### src/common/mbs_defs.vh
// Constants for the serial/TCP coil-reading slave front end
`ifndef MBS_DEFS_VH
`define MBS_DEFS_VH
`define MBS_CLK_HZ      25000000
`define MBS_BAUD_SEL0   1200
`define MBS_BAUD_SEL1   2400
`define MBS_BAUD_SEL2   4800
`define MBS_BAUD_SEL3   9600
`define MBS_BAUD_SEL4   19200
`define MBS_BAUD_SEL5   38400
`define MBS_BAUD_SEL6   57600
`define MBS_BAUD_SEL7   115200
`define MBS_TCP_PORT    16'h01F6
`define MBS_REG_SERCFG  8'h00
`define MBS_REG_SLAVE   8'h04
`define MBS_REG_EXCST   8'h08
`define MBS_REG_STATUS  8'h0C
`define MBS_REG_PORT    8'h10
`define MBS_REG_COUNT   8'h14
`define MBS_CFG_DATA8   0
`define MBS_CFG_STOP2   1
`define MBS_CFG_PAR_LO  2
`define MBS_CFG_BAUD_LO 4
`define MBS_SERCFG_RST  7'h31
`define MBS_SLAVE_RST   7'h01
`define MBS_SLAVE_MIN   8'h01
`define MBS_SLAVE_MAX   8'h7F
`define MBS_FC_COILS    8'h01
`define MBS_FC_INPUTS   8'h02
`define MBS_FC_HOLD     8'h03
`define MBS_FC_INREG    8'h04
`define MBS_FC_WCOIL    8'h05
`define MBS_FC_EXCST    8'h06
`define MBS_EXC_FLAG    8'h80
`define MBS_EXC_FUNC    8'h01
`define MBS_EXC_ADDR    8'h02
`define MBS_EXC_DATA    8'h03
`define MBS_EXC_FAIL    8'h04
`define MBS_CRC_POLY    16'hA001
`define MBS_CRC_INIT    16'hFFFF
`define MBS_MBAP_LEN    5'h07
`define MBS_MAX_COILS   17'h00040
`define MBS_NUM_CONN    2'h3
`endif

### src/design/mbs_crc16.v
// One-byte update of the reflected 16-bit frame check
`include "mbs_defs.vh"
module mbs_crc16 (
   input  wire [15:0] crc_in,
   input  wire [7:0]  data,
   output reg  [15:0] crc_out
);
   integer i;
   reg [15:0] c;
   always @* begin
      c = crc_in ^ {8'h00, data};
      for (i = 0; i < 8; i = i + 1) begin
         if (c[0])
            c = (c >> 1) ^ `MBS_CRC_POLY;
         else
            c = c >> 1;
      end
      crc_out = c;
   end
endmodule

### src/design/mbs_coil_reader.v
// Slave front end: frame parse, address/function check, coil packing
//
// Notes on behaviour
// - serial format configurable: 7/8 data bits, 1/2 stop, none/odd/even.
// - bit rate selectable 1200..115200 baud, 9600 after reset.
// - TCP listen port 502, same register map as serial.
// - up to three TCP connections, each with its own context.
// - serial frames start with slave address, configurable 1..127.
// - broadcast zero and addresses 128..247 never taken as own.
// - slave address checked only on serial frames, not TCP.
// - TCP frames start with 7-byte header: tid, pid zero, length, unit.
// - TCP reply echoes tid and unit id; unit id ignored otherwise.
// - function codes 0x01..0x06 accepted.
// - unsupported function code answered with illegal-function exception.
// - serial frames end with 16-bit CRC; TCP frames carry none.
// - codes 0x01 and 0x02 both return output status, echo code.
// - output addresses zero-based: output n is address n-1.
// - status bit 1 means active, 0 inactive.
// - first output in bit 0 of first byte, filling upward.
// - unused high bits of last data byte are zero.
// - byte count is quantity/8 rounded up; that many bytes follow.
// - exception codes 01 function, 02 address, 03 data, 04 failure.
// - reported state is logical, independent of contact polarity.
`include "mbs_defs.vh"
module mbs_coil_reader (
   // Clock and reset
   input  wire        clk,
   input  wire        rst_n,
   // APB register port
   input  wire [7:0]  paddr,
   input  wire        psel,
   input  wire        penable,
   input  wire        pwrite,
   input  wire [31:0] pwdata,
   output reg  [31:0] prdata,
   output reg         pready,
   output reg         pslverr,
   // Request byte stream from UART or TCP stack
   input  wire        rx_valid,
   input  wire [7:0]  rx_data,
   input  wire        rx_last,
   input  wire        rx_tcp,
   input  wire [1:0]  rx_conn,
   output reg         rx_ready,
   // Reply byte stream
   output reg         tx_valid,
   output reg  [7:0]  tx_data,
   output reg         tx_last,
   output reg         tx_tcp,
   output reg  [1:0]  tx_conn,
   input  wire        tx_ready,
   // Logical output states, bit n is output address n
   input  wire [63:0] coil_state,
   // Serial port and TCP settings
   output reg         ser_data8,
   output reg         ser_stop2,
   output reg  [1:0]  ser_parity,
   output reg  [15:0] ser_baud_div,
   output reg  [15:0] tcp_port
);
   localparam [1:0] S_RX    = 2'h0;
   localparam [1:0] S_CHECK = 2'h1;
   localparam [1:0] S_TX    = 2'h2;

   reg  [1:0]  state;
   reg  [6:0]  sercfg;
   reg  [6:0]  slave_addr;
   reg  [7:0]  excst;
   reg  [7:0]  last_exc;
   reg  [15:0] frame_cnt;
   reg  [15:0] crc_err_cnt;
   // Receive side
   reg  [4:0]  pos;
   reg  [4:0]  nbytes;
   reg         f_tcp;
   reg  [1:0]  f_conn;
   reg  [7:0]  f_addr;
   reg         f_pid_nz;
   reg  [7:0]  f_fc;
   reg  [15:0] f_start;
   reg  [15:0] f_qty;
   reg  [15:0] crc_rx;
   reg  [15:0] ctx_tid [0:2];
   reg  [7:0]  ctx_uid [0:2];
   // Reply side
   reg  [7:0]  r_fc;
   reg  [7:0]  r_exc;
   reg  [3:0]  r_count;
   reg  [3:0]  r_pdulen;
   reg  [4:0]  ti;
   reg  [7:0]  bitpos;
   reg  [6:0]  remain;
   reg  [15:0] crc_tx;
   // Combinational helpers
   reg  [31:0] div32;
   reg  [31:0] rd;
   reg         rd_ok;
   reg  [7:0]  next_tx;
   reg         data_byte;
   reg  [63:0] shifted;
   integer     k;

   wire        cur_tcp  = (pos == 5'h00) ? rx_tcp : f_tcp;
   wire [1:0]  cur_conn = (pos == 5'h00) ? rx_conn : f_conn;
   wire [4:0]  hdr_len  = cur_tcp ? `MBS_MBAP_LEN : 5'h01;
   wire [4:0]  pi       = pos - hdr_len;
   wire        in_pdu   = (pos >= hdr_len);
   wire        rx_take  = rx_valid & rx_ready;
   wire [4:0]  r_hl     = tx_tcp ? `MBS_MBAP_LEN : 5'h01;
   wire [4:0]  total    = r_hl + {1'b0, r_pdulen} +
                          (tx_tcp ? 5'h00 : 5'h02);
   wire [4:0]  tp       = ti - r_hl;
   wire [16:0] span     = {1'b0, f_start} + {1'b0, f_qty};
   wire [15:0] crc_rx_n;
   wire [15:0] crc_tx_n;
   wire        apb_wr   = psel & penable & pready & pwrite;

   mbs_crc16 u_crc_rx (
      .crc_in  ((pos == 5'h00) ? `MBS_CRC_INIT : crc_rx),
      .data    (rx_data),
      .crc_out (crc_rx_n)
   );

   mbs_crc16 u_crc_tx (
      .crc_in  (crc_tx),
      .data    (next_tx),
      .crc_out (crc_tx_n)
   );

   // Baud divisor lookup from the select field
   always @* begin
      case (sercfg[6:4])
         3'h0:    div32 = `MBS_CLK_HZ / `MBS_BAUD_SEL0;
         3'h1:    div32 = `MBS_CLK_HZ / `MBS_BAUD_SEL1;
         3'h2:    div32 = `MBS_CLK_HZ / `MBS_BAUD_SEL2;
         3'h3:    div32 = `MBS_CLK_HZ / `MBS_BAUD_SEL3;
         3'h4:    div32 = `MBS_CLK_HZ / `MBS_BAUD_SEL4;
         3'h5:    div32 = `MBS_CLK_HZ / `MBS_BAUD_SEL5;
         3'h6:    div32 = `MBS_CLK_HZ / `MBS_BAUD_SEL6;
         default: div32 = `MBS_CLK_HZ / `MBS_BAUD_SEL7;
      endcase
   end

   // Register read mux
   always @* begin
      rd    = 32'h00000000;
      rd_ok = 1'b1;
      case (paddr)
         `MBS_REG_SERCFG: rd = {25'h0000000, sercfg};
         `MBS_REG_SLAVE:  rd = {25'h0000000, slave_addr};
         `MBS_REG_EXCST:  rd = {24'h000000, excst};
         `MBS_REG_STATUS: rd = {23'h000000, (state != S_RX), last_exc};
         `MBS_REG_PORT:   rd = {16'h0000, `MBS_TCP_PORT};
         `MBS_REG_COUNT:  rd = {crc_err_cnt, frame_cnt};
         default:         rd_ok = 1'b0;
      endcase
   end

   // Next reply byte, indexed by ti
   always @* begin
      next_tx   = 8'h00;
      data_byte = 1'b0;
      shifted   = coil_state >> bitpos;
      if (tx_tcp && ti < `MBS_MBAP_LEN) begin
         case (ti)
            5'h00:   next_tx = ctx_tid[tx_conn][15:8];
            5'h01:   next_tx = ctx_tid[tx_conn][7:0];
            5'h05:   next_tx = {4'h0, r_pdulen} + 8'h01;
            5'h06:   next_tx = ctx_uid[tx_conn];
            default: next_tx = 8'h00;
         endcase
      end else if (!tx_tcp && ti == 5'h00) begin
         next_tx = {1'b0, slave_addr};
      end else if (!tx_tcp && ti == total - 5'h02) begin
         next_tx = crc_tx[7:0];
      end else if (!tx_tcp && ti == total - 5'h01) begin
         next_tx = crc_tx[15:8];
      end else if (tp == 5'h00) begin
         next_tx = (r_exc != 8'h00) ? (r_fc | `MBS_EXC_FLAG) : r_fc;
      end else if (tp == 5'h01) begin
         if (r_exc != 8'h00)
            next_tx = r_exc;
         else if (r_fc == `MBS_FC_EXCST)
            next_tx = excst;
         else
            next_tx = {4'h0, r_count};
      end else begin
         data_byte = 1'b1;
         // Bits past the quantity read as zero
         for (k = 0; k < 8; k = k + 1)
            next_tx[k] = shifted[k] & (k < remain);
      end
   end

   // APB slave: answer in the first access cycle
   always @(posedge clk or negedge rst_n) begin
      if (!rst_n) begin
         pready     <= 1'b0;
         pslverr    <= 1'b0;
         prdata     <= 32'h00000000;
         sercfg     <= `MBS_SERCFG_RST;
         slave_addr <= `MBS_SLAVE_RST;
         excst      <= 8'h00;
      end else begin
         pready  <= psel & ~penable;
         // Error flag stands only with pready, like the answer itself
         pslverr <= psel & ~penable & ~rd_ok;
         if (psel & ~penable)
            prdata <= pwrite ? 32'h00000000 : rd;
         if (apb_wr && paddr == `MBS_REG_SERCFG)
            sercfg <= pwdata[6:0];
         // Out-of-range addresses are refused
         if (apb_wr && paddr == `MBS_REG_SLAVE &&
             pwdata[31:0] >= {24'h000000, `MBS_SLAVE_MIN} &&
             pwdata[31:0] <= {24'h000000, `MBS_SLAVE_MAX})
            slave_addr <= pwdata[6:0];
         if (apb_wr && paddr == `MBS_REG_EXCST)
            excst <= pwdata[7:0];
      end
   end

   // Settings driven out from flops
   always @(posedge clk or negedge rst_n) begin
      if (!rst_n) begin
         ser_data8    <= 1'b1;
         ser_stop2    <= 1'b0;
         ser_parity   <= 2'h0;
         ser_baud_div <= 16'h0000;
         tcp_port     <= 16'h0000;
      end else begin
         ser_data8    <= sercfg[`MBS_CFG_DATA8];
         ser_stop2    <= sercfg[`MBS_CFG_STOP2];
         ser_parity   <= sercfg[`MBS_CFG_PAR_LO +: 2];
         ser_baud_div <= div32[15:0];
         tcp_port     <= `MBS_TCP_PORT;
      end
   end

   // Frame engine
   always @(posedge clk or negedge rst_n) begin
      if (!rst_n) begin
         state       <= S_RX;
         rx_ready    <= 1'b0;
         pos         <= 5'h00;
         nbytes      <= 5'h00;
         f_tcp       <= 1'b0;
         f_conn      <= 2'h0;
         f_addr      <= 8'h00;
         f_pid_nz    <= 1'b0;
         f_fc        <= 8'h00;
         f_start     <= 16'h0000;
         f_qty       <= 16'h0000;
         crc_rx      <= 16'h0000;
         ctx_tid[0]  <= 16'h0000;
         ctx_tid[1]  <= 16'h0000;
         ctx_tid[2]  <= 16'h0000;
         ctx_uid[0]  <= 8'h00;
         ctx_uid[1]  <= 8'h00;
         ctx_uid[2]  <= 8'h00;
         r_fc        <= 8'h00;
         r_exc       <= 8'h00;
         r_count     <= 4'h0;
         r_pdulen    <= 4'h0;
         ti          <= 5'h00;
         bitpos      <= 8'h00;
         remain      <= 7'h00;
         crc_tx      <= 16'h0000;
         last_exc    <= 8'h00;
         frame_cnt   <= 16'h0000;
         crc_err_cnt <= 16'h0000;
         tx_valid    <= 1'b0;
         tx_data     <= 8'h00;
         tx_last     <= 1'b0;
         tx_tcp      <= 1'b0;
         tx_conn     <= 2'h0;
      end else begin
         case (state)
            S_RX: begin
               rx_ready <= 1'b1;
               if (rx_take) begin
                  f_tcp  <= cur_tcp;
                  f_conn <= cur_conn;
                  crc_rx <= crc_rx_n;
                  if (pos != 5'h1F)
                     pos <= pos + 5'h01;
                  if (!cur_tcp && pos == 5'h00)
                     f_addr <= rx_data;
                  if (pos == 5'h00)
                     f_pid_nz <= 1'b0;
                  // Header fields, kept per connection
                  if (cur_tcp && cur_conn < `MBS_NUM_CONN) begin
                     if (pos == 5'h00)
                        ctx_tid[cur_conn][15:8] <= rx_data;
                     if (pos == 5'h01)
                        ctx_tid[cur_conn][7:0] <= rx_data;
                     if (pos == 5'h06)
                        ctx_uid[cur_conn] <= rx_data;
                  end
                  if (cur_tcp && (pos == 5'h02 || pos == 5'h03) &&
                      rx_data != 8'h00)
                     f_pid_nz <= 1'b1;
                  // Fields arrive high byte first
                  if (in_pdu) begin
                     case (pi)
                        5'h00:   f_fc <= rx_data;
                        5'h01:   f_start[15:8] <= rx_data;
                        5'h02:   f_start[7:0] <= rx_data;
                        5'h03:   f_qty[15:8] <= rx_data;
                        5'h04:   f_qty[7:0] <= rx_data;
                        default: f_fc <= f_fc;
                     endcase
                  end
                  if (rx_last) begin
                     nbytes   <= pos + 5'h01;
                     pos      <= 5'h00;
                     rx_ready <= 1'b0;
                     state    <= S_CHECK;
                  end
               end
            end
            S_CHECK: begin
               r_fc    <= f_fc;
               r_exc   <= 8'h00;
               r_count <= f_qty[6:3] + {3'h0, (f_qty[2:0] != 3'h0)};
               // Output n is requested as start n-1
               bitpos  <= f_start[7:0];
               remain  <= f_qty[6:0];
               crc_tx  <= `MBS_CRC_INIT;
               tx_tcp  <= f_tcp;
               tx_conn <= f_conn;
               ti      <= 5'h00;
               state   <= S_RX;
               // Bad check value drops the frame
               if (!f_tcp && crc_rx != 16'h0000) begin
                  crc_err_cnt <= crc_err_cnt + 16'h0001;
               // Only our own address, never 0 or 128..247
               end else if (!f_tcp && (nbytes < 5'h04 ||
                            f_addr != {1'b0, slave_addr})) begin
                  state <= S_RX;
               end else if (f_tcp && (f_pid_nz || nbytes < 5'h08 ||
                            f_conn >= `MBS_NUM_CONN)) begin
                  state <= S_RX;
               end else begin
                  frame_cnt <= frame_cnt + 16'h0001;
                  state     <= S_TX;
                  r_pdulen  <= 4'h2;
                  case (f_fc)
                     `MBS_FC_COILS, `MBS_FC_INPUTS: begin
                        // Order of checks: length, quantity, address
                        if (nbytes < hdr_len_of(f_tcp) + 5'h05 ||
                            f_qty == 16'h0000 ||
                            {1'b0, f_qty} > `MBS_MAX_COILS) begin
                           r_exc <= `MBS_EXC_DATA;
                        end else if (span > `MBS_MAX_COILS) begin
                           r_exc <= `MBS_EXC_ADDR;
                        end else begin
                           r_pdulen <= 4'h2 + f_qty[6:3] +
                                       {3'h0, (f_qty[2:0] != 3'h0)};
                        end
                     end
                     `MBS_FC_EXCST: r_pdulen <= 4'h2;
                     // Not served here: answered with the failure exception
                     `MBS_FC_HOLD, `MBS_FC_INREG, `MBS_FC_WCOIL:
                        r_exc <= `MBS_EXC_FAIL;
                     default: r_exc <= `MBS_EXC_FUNC;
                  endcase
               end
            end
            S_TX: begin
               if (!tx_valid || tx_ready) begin
                  if (ti == total) begin
                     tx_valid <= 1'b0;
                     tx_last  <= 1'b0;
                     last_exc <= r_exc;
                     state    <= S_RX;
                  end else begin
                     tx_valid <= 1'b1;
                     tx_data  <= next_tx;
                     tx_last  <= (ti == total - 5'h01);
                     ti       <= ti + 5'h01;
                     if (!tx_tcp && ti < total - 5'h02)
                        crc_tx <= crc_tx_n;
                     if (data_byte) begin
                        bitpos <= bitpos + 8'h08;
                        remain <= (remain > 7'h08) ? remain - 7'h08
                                                   : 7'h00;
                     end
                  end
               end
            end
            default: state <= S_RX;
         endcase
      end
   end

   // Header length of the frame type
   function [4:0] hdr_len_of;
      input t;
      begin
         hdr_len_of = t ? `MBS_MBAP_LEN : 5'h01;
      end
   endfunction

   // coil_state already holds logical levels
endmodule

### config.mk
export PLATFORM = sky130hd
export DESIGN_NAME = mbs_coil_reader
export DESIGN_NICKNAME = d
export VERILOG_FILES = /design/src/design/mbs_crc16.v /design/src/design/mbs_coil_reader.v
export VERILOG_INCLUDE_DIRS = /design/src /design/src/common
export SDC_FILE = /design/constraint.sdc
export NUM_CORES = 1
export LEC_CHECK = 0
export BUFFER_PORTS_ARGS = -buffer_cell sky130_fd_sc_hd__buf_2
export CAP_MARGIN = 20
export CORE_MARGIN = 2
export CORE_UTILIZATION = 60
export CTS_CLUSTER_SIZE = 28
export DETAILED_ROUTE_END_ITERATION = 8
export GPL_TIMING_DRIVEN = 0
export PLACE_DENSITY = 0.81
export SLEW_MARGIN = 30
export SYNTH_ARGS = -nofsm -noshare
export SYNTH_HDL_FRONTEND = slang
export SYNTH_SLANG_ARGS = --single-unit
### constraint.sdc
create_clock -name clk -period 12.2 [get_ports clk]
set_clock_uncertainty 0.2 [all_clocks]
set_input_delay 3.05 -clock clk [delete_from_list [all_inputs] [get_ports clk]]
set_output_delay 3.05 -clock clk [all_outputs]
set_load 0.01 [all_outputs]
==> results of run 1 <==
-- final timing paths --
path,cells after the start,slack [ns],from,endpoint
min in group asynchronous,1,2.22,rst_n,crc_rx[0]$_DFFE_PN0P_
hold reg to reg,0,0.18,sercfg[0]$_DFFE_PN1P_,ser_data8$_DFF_PN1_
setup / recovery,26,5.36,tx_tcp$_DFFE_PN0P_,crc_tx[0]$_DFFE_PN0P_
max in group asynchronous,3,8.41,rst_n,sercfg[5]$_DFFE_PN1P_
hold / removal,0,0.18,sercfg[0]$_DFFE_PN1P_,ser_data8$_DFF_PN1_
setup reg to reg,26,5.36,tx_tcp$_DFFE_PN0P_,crc_tx[0]$_DFFE_PN0P_
-- through the flow --
stage	hold slack [ns]	setup slack [ns]	cell area (sq um)	cells	total power, uW
after global placement	0.1687	1.915	21570	2587	3576
final	0.1792	5.359	22980	2657	4840
after global routing	0.1811	4.909	22980	2657	5068
after detailed placement	0.1706	5.305	21750	2593	3633
after floorplan	0.1586	6.034	20080	1957	2996
after CTS	0.1776	5.484	22980	2657	4784
-- cells in the final DEF, fill, tap and decap left out, drive strengths merged, types with 11 or more instances in the layout --
cell type / instances
clkinv: 12
buf: 248
mux4: 45
mux2i: 66
a22o: 39
nand4: 15
xor2: 34
ha: 56
o21ai: 101
a211oi: 19
a21oi: 79
a222oi: 14
conb: 11
xnor2: 78
nand2: 202
nor4: 30
inv: 54
mux2: 170
nor2b: 16
a221oi: 16
a31oi: 15
or3: 11
and3: 17
dfrtp: 326
clkbuf: 132
o22ai: 15
nand2b: 15
nor2: 104
nand3: 40
nor3: 50
a22oi: 14
-- worst max-delay path, stage by stage, from the launching register on --
cell	delay, ns
dfrtp_1	0.48
clkbuf_1	0.34
inv_1	0.26
ha_1	0.36
xor2_1	0.23
ha_1	0.24
inv_1	0.06
fa_1	0.35
buf_2	0.17
a2111oi_0	0.33
a21oi_1	0.08
nor4b_1	0.27
nor3_1	0.13
ha_1	0.30
and3_1	0.18
and4_1	0.20
clkbuf_1	0.23
nor3_1	0.10
mux2i_1	0.23
nand3_1	0.11
o21ai_0	0.26
mux2i_1	0.39
xnor2_1	0.19
xnor2_1	0.27
xnor3_1	0.49
xor2_1	0.16
a21oi_1	0.14
-- layer usage --
layer / global-route usage / up-vias
li1: - / 7642
met1: 0.5105 / 8678
met2: 0.5859 / 1016
met3: 0.05981 / 204
met4: 0.1703 / 0
met5: 0 / -
-- report_power, final --
part	internal (uW)	switching, uW
Combinational	933	1250
Clock	672	451
Sequential	1320	208
Total	2930	1910
-- kinds of logic after synthesis --
kind of cell    synth area share
xor+xnor                 0.05268
flops                     0.4135
buf+inv                  0.04294
fa+ha+maj                0.03745
compound gates            0.1371
mux                       0.1790
simple gates              0.1369
other cells            0.0003746
-- cell type report --
class,instances,area (sq um),area share
multi-input combinational,1434,10980,0.4777
tap,442,553.0,0.02406
timing repair buffer,194,1071,0.04660
sequential,331,8289,0.3606
buffer,138,658.1,0.02863
clock buffer,48,1049,0.04562
clock inverter,16,182.7,0.007948
inverter,54,202.7,0.008819
==> results_dict.tcl, run 1 <==
set metrics [dict create \
    status "complete, no violations" \
    crit_path_start_kind "flip-flop" \
    fin_tns_setup_ns 0 \
    grt_max_degree 92 \
    holdCritPathClass "flip-flop to flip-flop" \
    antenna_found_initial 0 \
    min_period_over_period 0.5607 \
    dr_wl_met2_um 29770 \
    hold_buffers 0 \
    synth-edff-count 0 \
    final_util 0.7029 \
    ios 207 \
    setup_viol 0 \
    p_leak_uw 0.01031 \
    antenna_left 0 \
    dr_wl_met3_um 5883 \
    synth-seq-cells 331 \
    grt_use_total 0.3722 \
    dp_hpwl_um 47780 \
    synth.distinct_cells 85 \
    synth_common_cells "dfrtp_1, nand2_1, mux2_2" \
    hold_viol 0 \
    async_reset_ff_frac 1.000 \
    drc 0 \
    diodes 0 \
    cts-root-buf "clkbuf_16" \
    crit_arrival_ns 7.09 \
    postCtsResizedCells 0 \
    clkTransAtPathRegs_ns 0.06 \
    fillers 2403 \
    core_sq_um 32700 \
    vias 17540 \
    initial_utilization 0.6130 \
    largest_reg_flops 48 \
    syn_to_final_growth_pct 14.66 \
    viasPerCell 6.601 \
    synthTopCellsByArea "dfrtp_1, mux2_2, mux4_2, nand2_1, ha_1" \
    netlist.area_leader.share 0.4070 \
    gp_congestion 0.9883 \
    synth_top_area_cell "dfrtp_1" \
    yosysSeqAreaShare 0.4135 \
    top_layer "met4" \
    fmax_mhz 146.2 \
    routed_wirelength_um 65150 \
    synth_most_common_cell "dfrtp_1" \
    rsz0062_at_grt "no" \
    detail_route.wl_per_cell_um 24.52 \
    syn-cell-area_sq_um 20050 \
    period_needed_ns 6.841 \
    postCtsSetupBuffers 0 \
    postSynthAreaPerCell_sq_um 10.29 \
    top_register "ctx_tid" \
    die_area_sq_um 34890 \
    m1WireLength_um 26260 \
    grt_pass1_vias 17370 \
    fp.dieH_um 186.8 \
    drt_iter0_drc 1871 \
    grt-ovfl-total 0 \
    firstDrtPassIters 6 \
    worst_pin_slew_ns 1.065 \
    row_count 66 \
    worstSkewPairLatency_ns 0.55 \
    h-tree-depth 2 \
    layout-drive-gt1-share 0.2447 \
    maxCapViolations 0 \
    yosys_warnings 0 \
    worstPathMaxFanout 9 \
    fin_nets 2370 \
    cts_buffers 36 \
    power-per-cell-area_nw_per_um2 210.6 \
    reg_top3 "ctx_tid x48, prdata x32, ctx_uid x24" \
    ys.flop_type "dfrtp_1" \
    crit_path_end_kind "flip-flop" \
    required_ns 12.45 \
    cts_tree "built" \
    cts_buffer_depth 3 \
    port_buffers 188 \
    critPathKind "flip-flop to flip-flop" \
    max-slew-margin-rel 0.2847 \
    die_w_um 186.8 \
    finalMaxSlewViolations 0 \
    grt_pass1_wl_um 100700 \
    netlist_instances 1948 \
    peakVddDrop_mv 0.2027 \
    clock-sinks 331 \
]
Note: power is estimated with default switching activity, not from simulation.
==> run 2: changes to the inputs <==
Settings changed: ABC_AREA set to 1.
Clock period 12.2 ns to 6.9 ns, I/O delays scaled along.
==> results_dict.tcl, run 2 <==
set metrics [dict create \
    clkTransAtPathRegs_ns 0.06 \
    grt-ovfl-total 0 \
    final_cell_mix "nand2_1, nand3_1, dfrtp_1" \
    fmax_mhz 168.8 \
    postCtsResizedCells 0 \
    synth_top_family_by_area "simple AND/OR/NAND/NOR gates" \
    min_period_over_period 0.8587 \
    peakVddDrop_mv 0.4330 \
    worstPathMaxFanout 10 \
    routed_wirelength_um 65970 \
    synth_most_common_cell "nand2_1" \
    status "complete, no violations" \
    yosys_warnings 0 \
    fin_nets 3106 \
    p_comb_frac 0.501 \
    critPathKind "flip-flop to flip-flop" \
    top_register "ctx_tid" \
    r2r_slack_ns 0.98 \
    p_sw_frac 0.4596 \
    cp-endpoint "crc_tx[0]$_DFFE_PN0P_" \
    crit_path_end_kind "flip-flop" \
    ios 207 \
    cts_buffer_depth 3 \
    synth-seq-cells 331 \
    finalMaxSlewViolations 0 \
    p_sw_uw 4323 \
    r2r_end "crc_tx[0]$_DFFE_PN0P_" \
    p_int_uw 5082 \
    cp_slowest_cell "fa_1" \
    startpoint "tx_tcp$_DFFE_PN0P_" \
    synthTopCellsByArea "dfrtp_1, nand2_1, nand3_1, o21ai_0, inv_1" \
    required_ns 7.14 \
    grt_pass1_wl_um 104700 \
    period_needed_ns 5.925 \
    cts-root-buf "clkbuf_16" \
    netlist_instances 2677 \
    yosysSeqAreaShare 0.4126 \
    firstDrtPassIters 6 \
    drt_iter0_drc 2336 \
    syn-cell-area_sq_um 20090 \
    synth_compound_area_frac 0.1536 \
    ys.flop_type "dfrtp_1" \
    p_leak_uw 0.01141 \
    fp.dieH_um 187.0 \
    antenna_found_initial 1 \
    r2r_start "tx_tcp$_DFFE_PN0P_" \
    die_area_sq_um 34960 \
    grt_max_degree 92 \
    synth.distinct_cells 65 \
    gp_congestion 0.9919 \
    synth_top_area_cell "dfrtp_1" \
    reg2reg_depth 34 \
    holdCritPathClass "flip-flop to flip-flop" \
    critPathMaxStageDelay_ns 0.58 \
    drc 0 \
    layout-drive-gt1-share 0.1278 \
    syn_to_final_growth_pct 14.26 \
    max-slew-margin-rel 0.4127 \
    synth_common_cells "nand2_1, nand3_1, dfrtp_1" \
    rsz0062_at_grt "no" \
    postSynthAreaPerCell_sq_um 7.504 \
    worst_pin_slew_ns 0.8742 \
    viasPerCell 6.028 \
    netlist.area_leader.share 0.4061 \
    port_buffers 196 \
    power-per-cell-area_nw_per_um2 409.8 \
    largest_reg_flops 48 \
    worstSkewPairLatency_ns 0.54 \
    detail_route.wl_per_cell_um 19.41 \
    cts_buffers 37 \
    grt_use_total 0.3740 \
    final_util 0.6897 \
    hold_viol 0 \
    row_count 67 \
    maxCapViolations 0 \
    fin_tns_setup_ns 0 \
    synth-adder-area-share 0.03687 \
    crit_arrival_ns 6.16 \
    async_reset_ff_frac 1.000 \
    core_sq_um 33280 \
    grt_pass1_vias 19640 \
    pwr-share-seq 0.297 \
    dp_hpwl_um 49310 \
    setup_viol 0 \
    synth-edff-count 0 \
    reg_top3 "ctx_tid x48, prdata x32, ctx_uid x24" \
    h-tree-depth 2 \
    synthSimpleGateAreaFrac 0.2687 \
    synthMuxAreaShare 0.005045 \
    final_common_cell "nand2_1" \
    postCtsSetupBuffers 0 \
    hold_buffers 0 \
    crit_path_start_kind "flip-flop" \
    die_w_um 187.0 \
    antenna_left 0 \
    cts_tree "built" \
    synthXorXnorAreaFrac 0.03444 \
    crit_top_cell "nand2_1" \
    clock-sinks 331 \
    clock_power_share 0.202 \
    vias 20490 \
    initial_utilization 0.6036 \
]
run 2: changes by cell type in the layout (fill, tap and decap cells not counted), sizes merged, moves of 30 or more:
cell / change
a21oi: +30
mux4: -45
o21ai: +207
nand2: +436
nand3: +326
a22o: -36
mux2: -169
inv: +223
mux2i: -57
xnor2: -57
run 2: layer usage:
| layer | vias up | track usage | share of wire |
|---|---|---|---|
| met5 | - | 0 | 0 |
| met4 | 0 | 0.1322 | 0.037 |
| met3 | 211 | 0.07092 | 0.087 |
| met2 | 1068 | 0.6114 | 0.47 |
| met1 | 9731 | 0.5007 | 0.41 |
| li1 | 9479 | - | - |
run 2: layout make-up:
| class | count | area, sq um |
|---|---|---|
| diodes | 1 | 2.502 |
| plain buffers | 133 | 718.2 |
| clock buffers | 58 | 1106 |
| clock inverters | 6 | 60.06 |
| fillers | 2767 | 10330 |
| inverters | 280 | 1056 |
| multi-input cells | 1942 | 10060 |
| flip-flops and latches | 331 | 8289 |
| well taps | 448 | 560.5 |
| repair buffers | 200 | 1101 |
run 2: worst max-delay path, delay by kind of cell, from the launching register on:
family          cells  cell delay, ns
fa+ha+maj           5            1.59
flops               1            0.56
simple gates       18            1.93
xor+xnor            2            0.37
compound gates      1            0.22
buf+inv             8            0.94
run 2: worst min-delay path by stage:
| stage | end | depth (start not counted) | slack [ns] | from |
|---|---|---|---|---|
| global route | ser_data8$_DFF_PN1_ | 0 | 0.20 | sercfg[0]$_DFFE_PN1P_ |
| global placement | ser_data8$_DFF_PN1_ | 0 | 0.18 | sercfg[0]$_DFFE_PN1P_ |
| finish | ser_data8$_DFF_PN1_ | 0 | 0.19 | sercfg[0]$_DFFE_PN1P_ |
| floorplan | ser_data8$_DFF_PN1_ | 0 | 0.16 | sercfg[0]$_DFFE_PN1P_ |
| detailed placement | ser_data8$_DFF_PN1_ | 0 | 0.18 | sercfg[0]$_DFFE_PN1P_ |
| CTS | ser_data8$_DFF_PN1_ | 0 | 0.19 | sercfg[0]$_DFFE_PN1P_ |
run 2: cells by family (layout without fill, tap and decap cells):
logic type,count (synthesis),count (layout)
DFF,331,331
other,2,12
buffers and inverters,413,677
muxes,10,10
and+or+nand+nor,1231,1231
AOI/OAI and AO/OA,553,553
xor gates and xnor gates,79,79
adders and majority gates,58,58
run 2: power by group through the flow:
stage | combinational (uW) | clock [uW] | sequential [uW]
floorplan | 3310 | 0 | 2700
global placement | 4440 | 0 | 2780
detailed placement | 4550 | 0 | 2800
CTS | 4600 | 1910 | 2780
global route | 5200 | 1990 | 2850
finish | 4710 | 1900 | 2800
run 2: per-stage QoR:
stage                     instances  worst slack, ns  hold slack [ns]  total power [uW]  cell area [sq um]
after floorplan                2686            2.025           0.1606              6007              20120
after global placement         3330           -2.180           0.1800              7221              21660
after detailed placement       3334            1.102           0.1832              7349              21780
after CTS                      3398            1.039           0.1912              9284              22950
after global routing           3399           0.3832           0.1982             10040              22950
final                          3399           0.9752           0.1921              9405              22950
==> run 3: changes to the inputs <==
Settings changed: SKIP_LAST_GASP set to 1, SYNTH_HIERARCHICAL set to 1.
==> results_dict.tcl, run 3 <==
set metrics [dict create \
    drc 0 \
    syn_to_final_growth_pct 13.77 \
    ys.flop_type "dfrtp_1" \
    largest_reg_flops 48 \
    syn-cell-area_sq_um 21180 \
    synth-seq-cells 331 \
    postCtsSetupBuffers 0 \
    hold_buffers 0 \
    peakVddDrop_mv 0.4441 \
    hold_depth 0 \
    fin_nets 3316 \
    drt_iter0_drc 2292 \
    netlist_instances 2892 \
    p_leak_uw 0.01204 \
    core_sq_um 34630 \
    crit_path_start_kind "flip-flop" \
    cts_buffers 36 \
    die_area_sq_um 36810 \
    detail_route.wl_per_cell_um 19.29 \
    rsz0062_at_grt "no" \
    grt_pass1_vias 20250 \
    clock-sinks 331 \
    power-per-cell-area_nw_per_um2 426.6 \
    fin_tns_setup_ns 0 \
    crit_arrival_ns 5.13 \
    postSynthAreaPerCell_sq_um 7.322 \
    routed_wirelength_um 69830 \
    final_common_cell "nand2_1" \
    async_reset_ff_frac 1.000 \
    fp.dieH_um 191.9 \
    worst_pin_slew_ns 1.030 \
    yosys_warnings 6 \
    finalMaxSlewViolations 0 \
    cts_buffer_depth 3 \
    power_uw 10280 \
    synth-edff-count 0 \
    worstSkewPairLatency_ns 0.56 \
    row_count 68 \
    reg2reg_depth 31 \
    cts_tree "built" \
    final_cell_mix "nand2_1, nand3_1, dfrtp_1" \
    cts-root-buf "clkbuf_16" \
    period_needed_ns 4.894 \
    fmax_mhz 204.4 \
    hp-start "sercfg[0]$_DFFE_PN1P_" \
    layout-drive-gt1-share 0.1494 \
    required_ns 7.13 \
    synth_most_common_cell "nand2_1" \
    holdCritPathClass "flip-flop to flip-flop" \
    viasPerCell 5.950 \
    gp_congestion 0.9909 \
    r2r_slack_ns 2.01 \
    vias 21550 \
    whs_endpoint "ser_data8$_DFF_PN1_" \
    r2r_end "crc_tx[15]$_DFFE_PN0P_" \
    finalInstanceArea_sq_um 24090 \
    dp_hpwl_um 52130 \
    fillers 2876 \
    clkTransAtPathRegs_ns 0.07 \
    h-tree-depth 2 \
    r2r_start "r_pdulen[2]$_DFFE_PN0P_" \
    synth.distinct_cells 68 \
    synth_common_cells "nand2_1, nand3_1, dfrtp_1" \
    maxCapViolations 0 \
    yosysSeqAreaShare 0.3915 \
    antenna_left 0 \
    reg_top3 "ctx_tid x48, prdata x32, ctx_uid x24" \
    min_period_over_period 0.7092 \
    ios 207 \
    grt-ovfl-total 0 \
    top_register "ctx_tid" \
    die_w_um 191.9 \
    status "complete, no violations" \
    worstPathMaxFanout 10 \
    max-slew-margin-rel 0.3132 \
    synthTopCellsByArea "dfrtp_1, nand2_1, nand3_1, o21ai_0, inv_1" \
    port_buffers 196 \
    critPathMaxStageDelay_ns 0.60 \
    hold_viol 0 \
    critPathKind "flip-flop to flip-flop" \
    synth_top_area_cell "dfrtp_1" \
    crit_top_cell "nand2_1" \
    hold_slack_ns 0.1920 \
    dpl_cell_area_sq_um 22880 \
    setup_viol 0 \
    grt_max_degree 92 \
    antenna_found_initial 2 \
    cp_slowest_cell "fa_1" \
    grt_pass1_wl_um 109200 \
    firstDrtPassIters 8 \
    initial_utilization 0.6115 \
    netlist.area_leader.share 0.3853 \
    grt_use_total 0.3803 \
    postCtsResizedCells 0 \
    crit_path_end_kind "flip-flop" \
]
[run 3: worst max-delay path: cells and delay by family (launching register included)]
kind,cells,cell delay (ns)
AO/OA/AOI/OAI,3,0.41
flip-flops,1,0.46
AND/OR/NAND/NOR,19,1.80
XOR/XNOR,1,0.10
buffers and inverters,5,0.54
adder cells (fa/ha/maj),3,1.25
[run 3: kinds of logic after synthesis]
family	synth area share
AOI/OAI and AO/OA	0.1415
buffers and inverters	0.08851
DFF	0.3915
xor gates and xnor gates	0.04059
muxes	0.004314
and+or+nand+nor	0.3006
adders and majority gates	0.03262
other	0.0003547
[run 3: through the flow]
step,std cells,worst slack [ns],util
2_1_floorplan,2901,2.660,-
3_3_place_gp,3552,-2.090,0.6572
3_5_place_dp,3556,1.981,0.6607
4_1_cts,3620,2.054,0.6956
5_1_grt,3621,1.655,0.6957
6_report,3621,2.006,0.6957
[run 3: how the worst max path moves through the flow]
stage               cells after the start                         to                    start
global placement                        1  ser_baud_div[4]$_DFF_PN0_                    rst_n
finish                                 31     crc_tx[15]$_DFFE_PN0P_  r_pdulen[2]$_DFFE_PN0P_
floorplan                              31     crc_tx[15]$_DFFE_PN0P_       tx_tcp$_DFFE_PN0P_
global route                           31     crc_tx[15]$_DFFE_PN0P_  r_pdulen[2]$_DFFE_PN0P_
detailed placement                     31     crc_tx[15]$_DFFE_PN0P_           coil_state[14]
CTS                                    31     crc_tx[15]$_DFFE_PN0P_  r_pdulen[2]$_DFFE_PN0P_
[run 3: per-layer routing]
layer  share of wire  global-route usage
met1            0.41              0.5244
met2            0.46              0.6093
met3           0.097             0.06468
met4           0.035              0.1290
met5        0.000086                   0
[run 3: layout make-up]
type,count,area (sq um),share of cell area
diodes,1,2.502,0.0001039
plain buffers,152,778.2,0.03230
clock buffers,49,1031,0.04280
clock inverters,15,177.7,0.007375
inverters,292,1096,0.04550
multi-input cells,2126,11050,0.4585
flip-flops and latches,331,8289,0.3441
well taps,455,569.3,0.02363
repair buffers,200,1101,0.04570
[run 3: power by group]
| part | total [uW] | leakage [uW] | switching, uW | internal, uW |
|---|---|---|---|---|
| logic | 5480 | 0.00709 | 3650 | 1840 |
| registers | 2800 | 0.00437 | 393 | 2410 |
| clock network | 1990 | 0.000583 | 824 | 1170 |
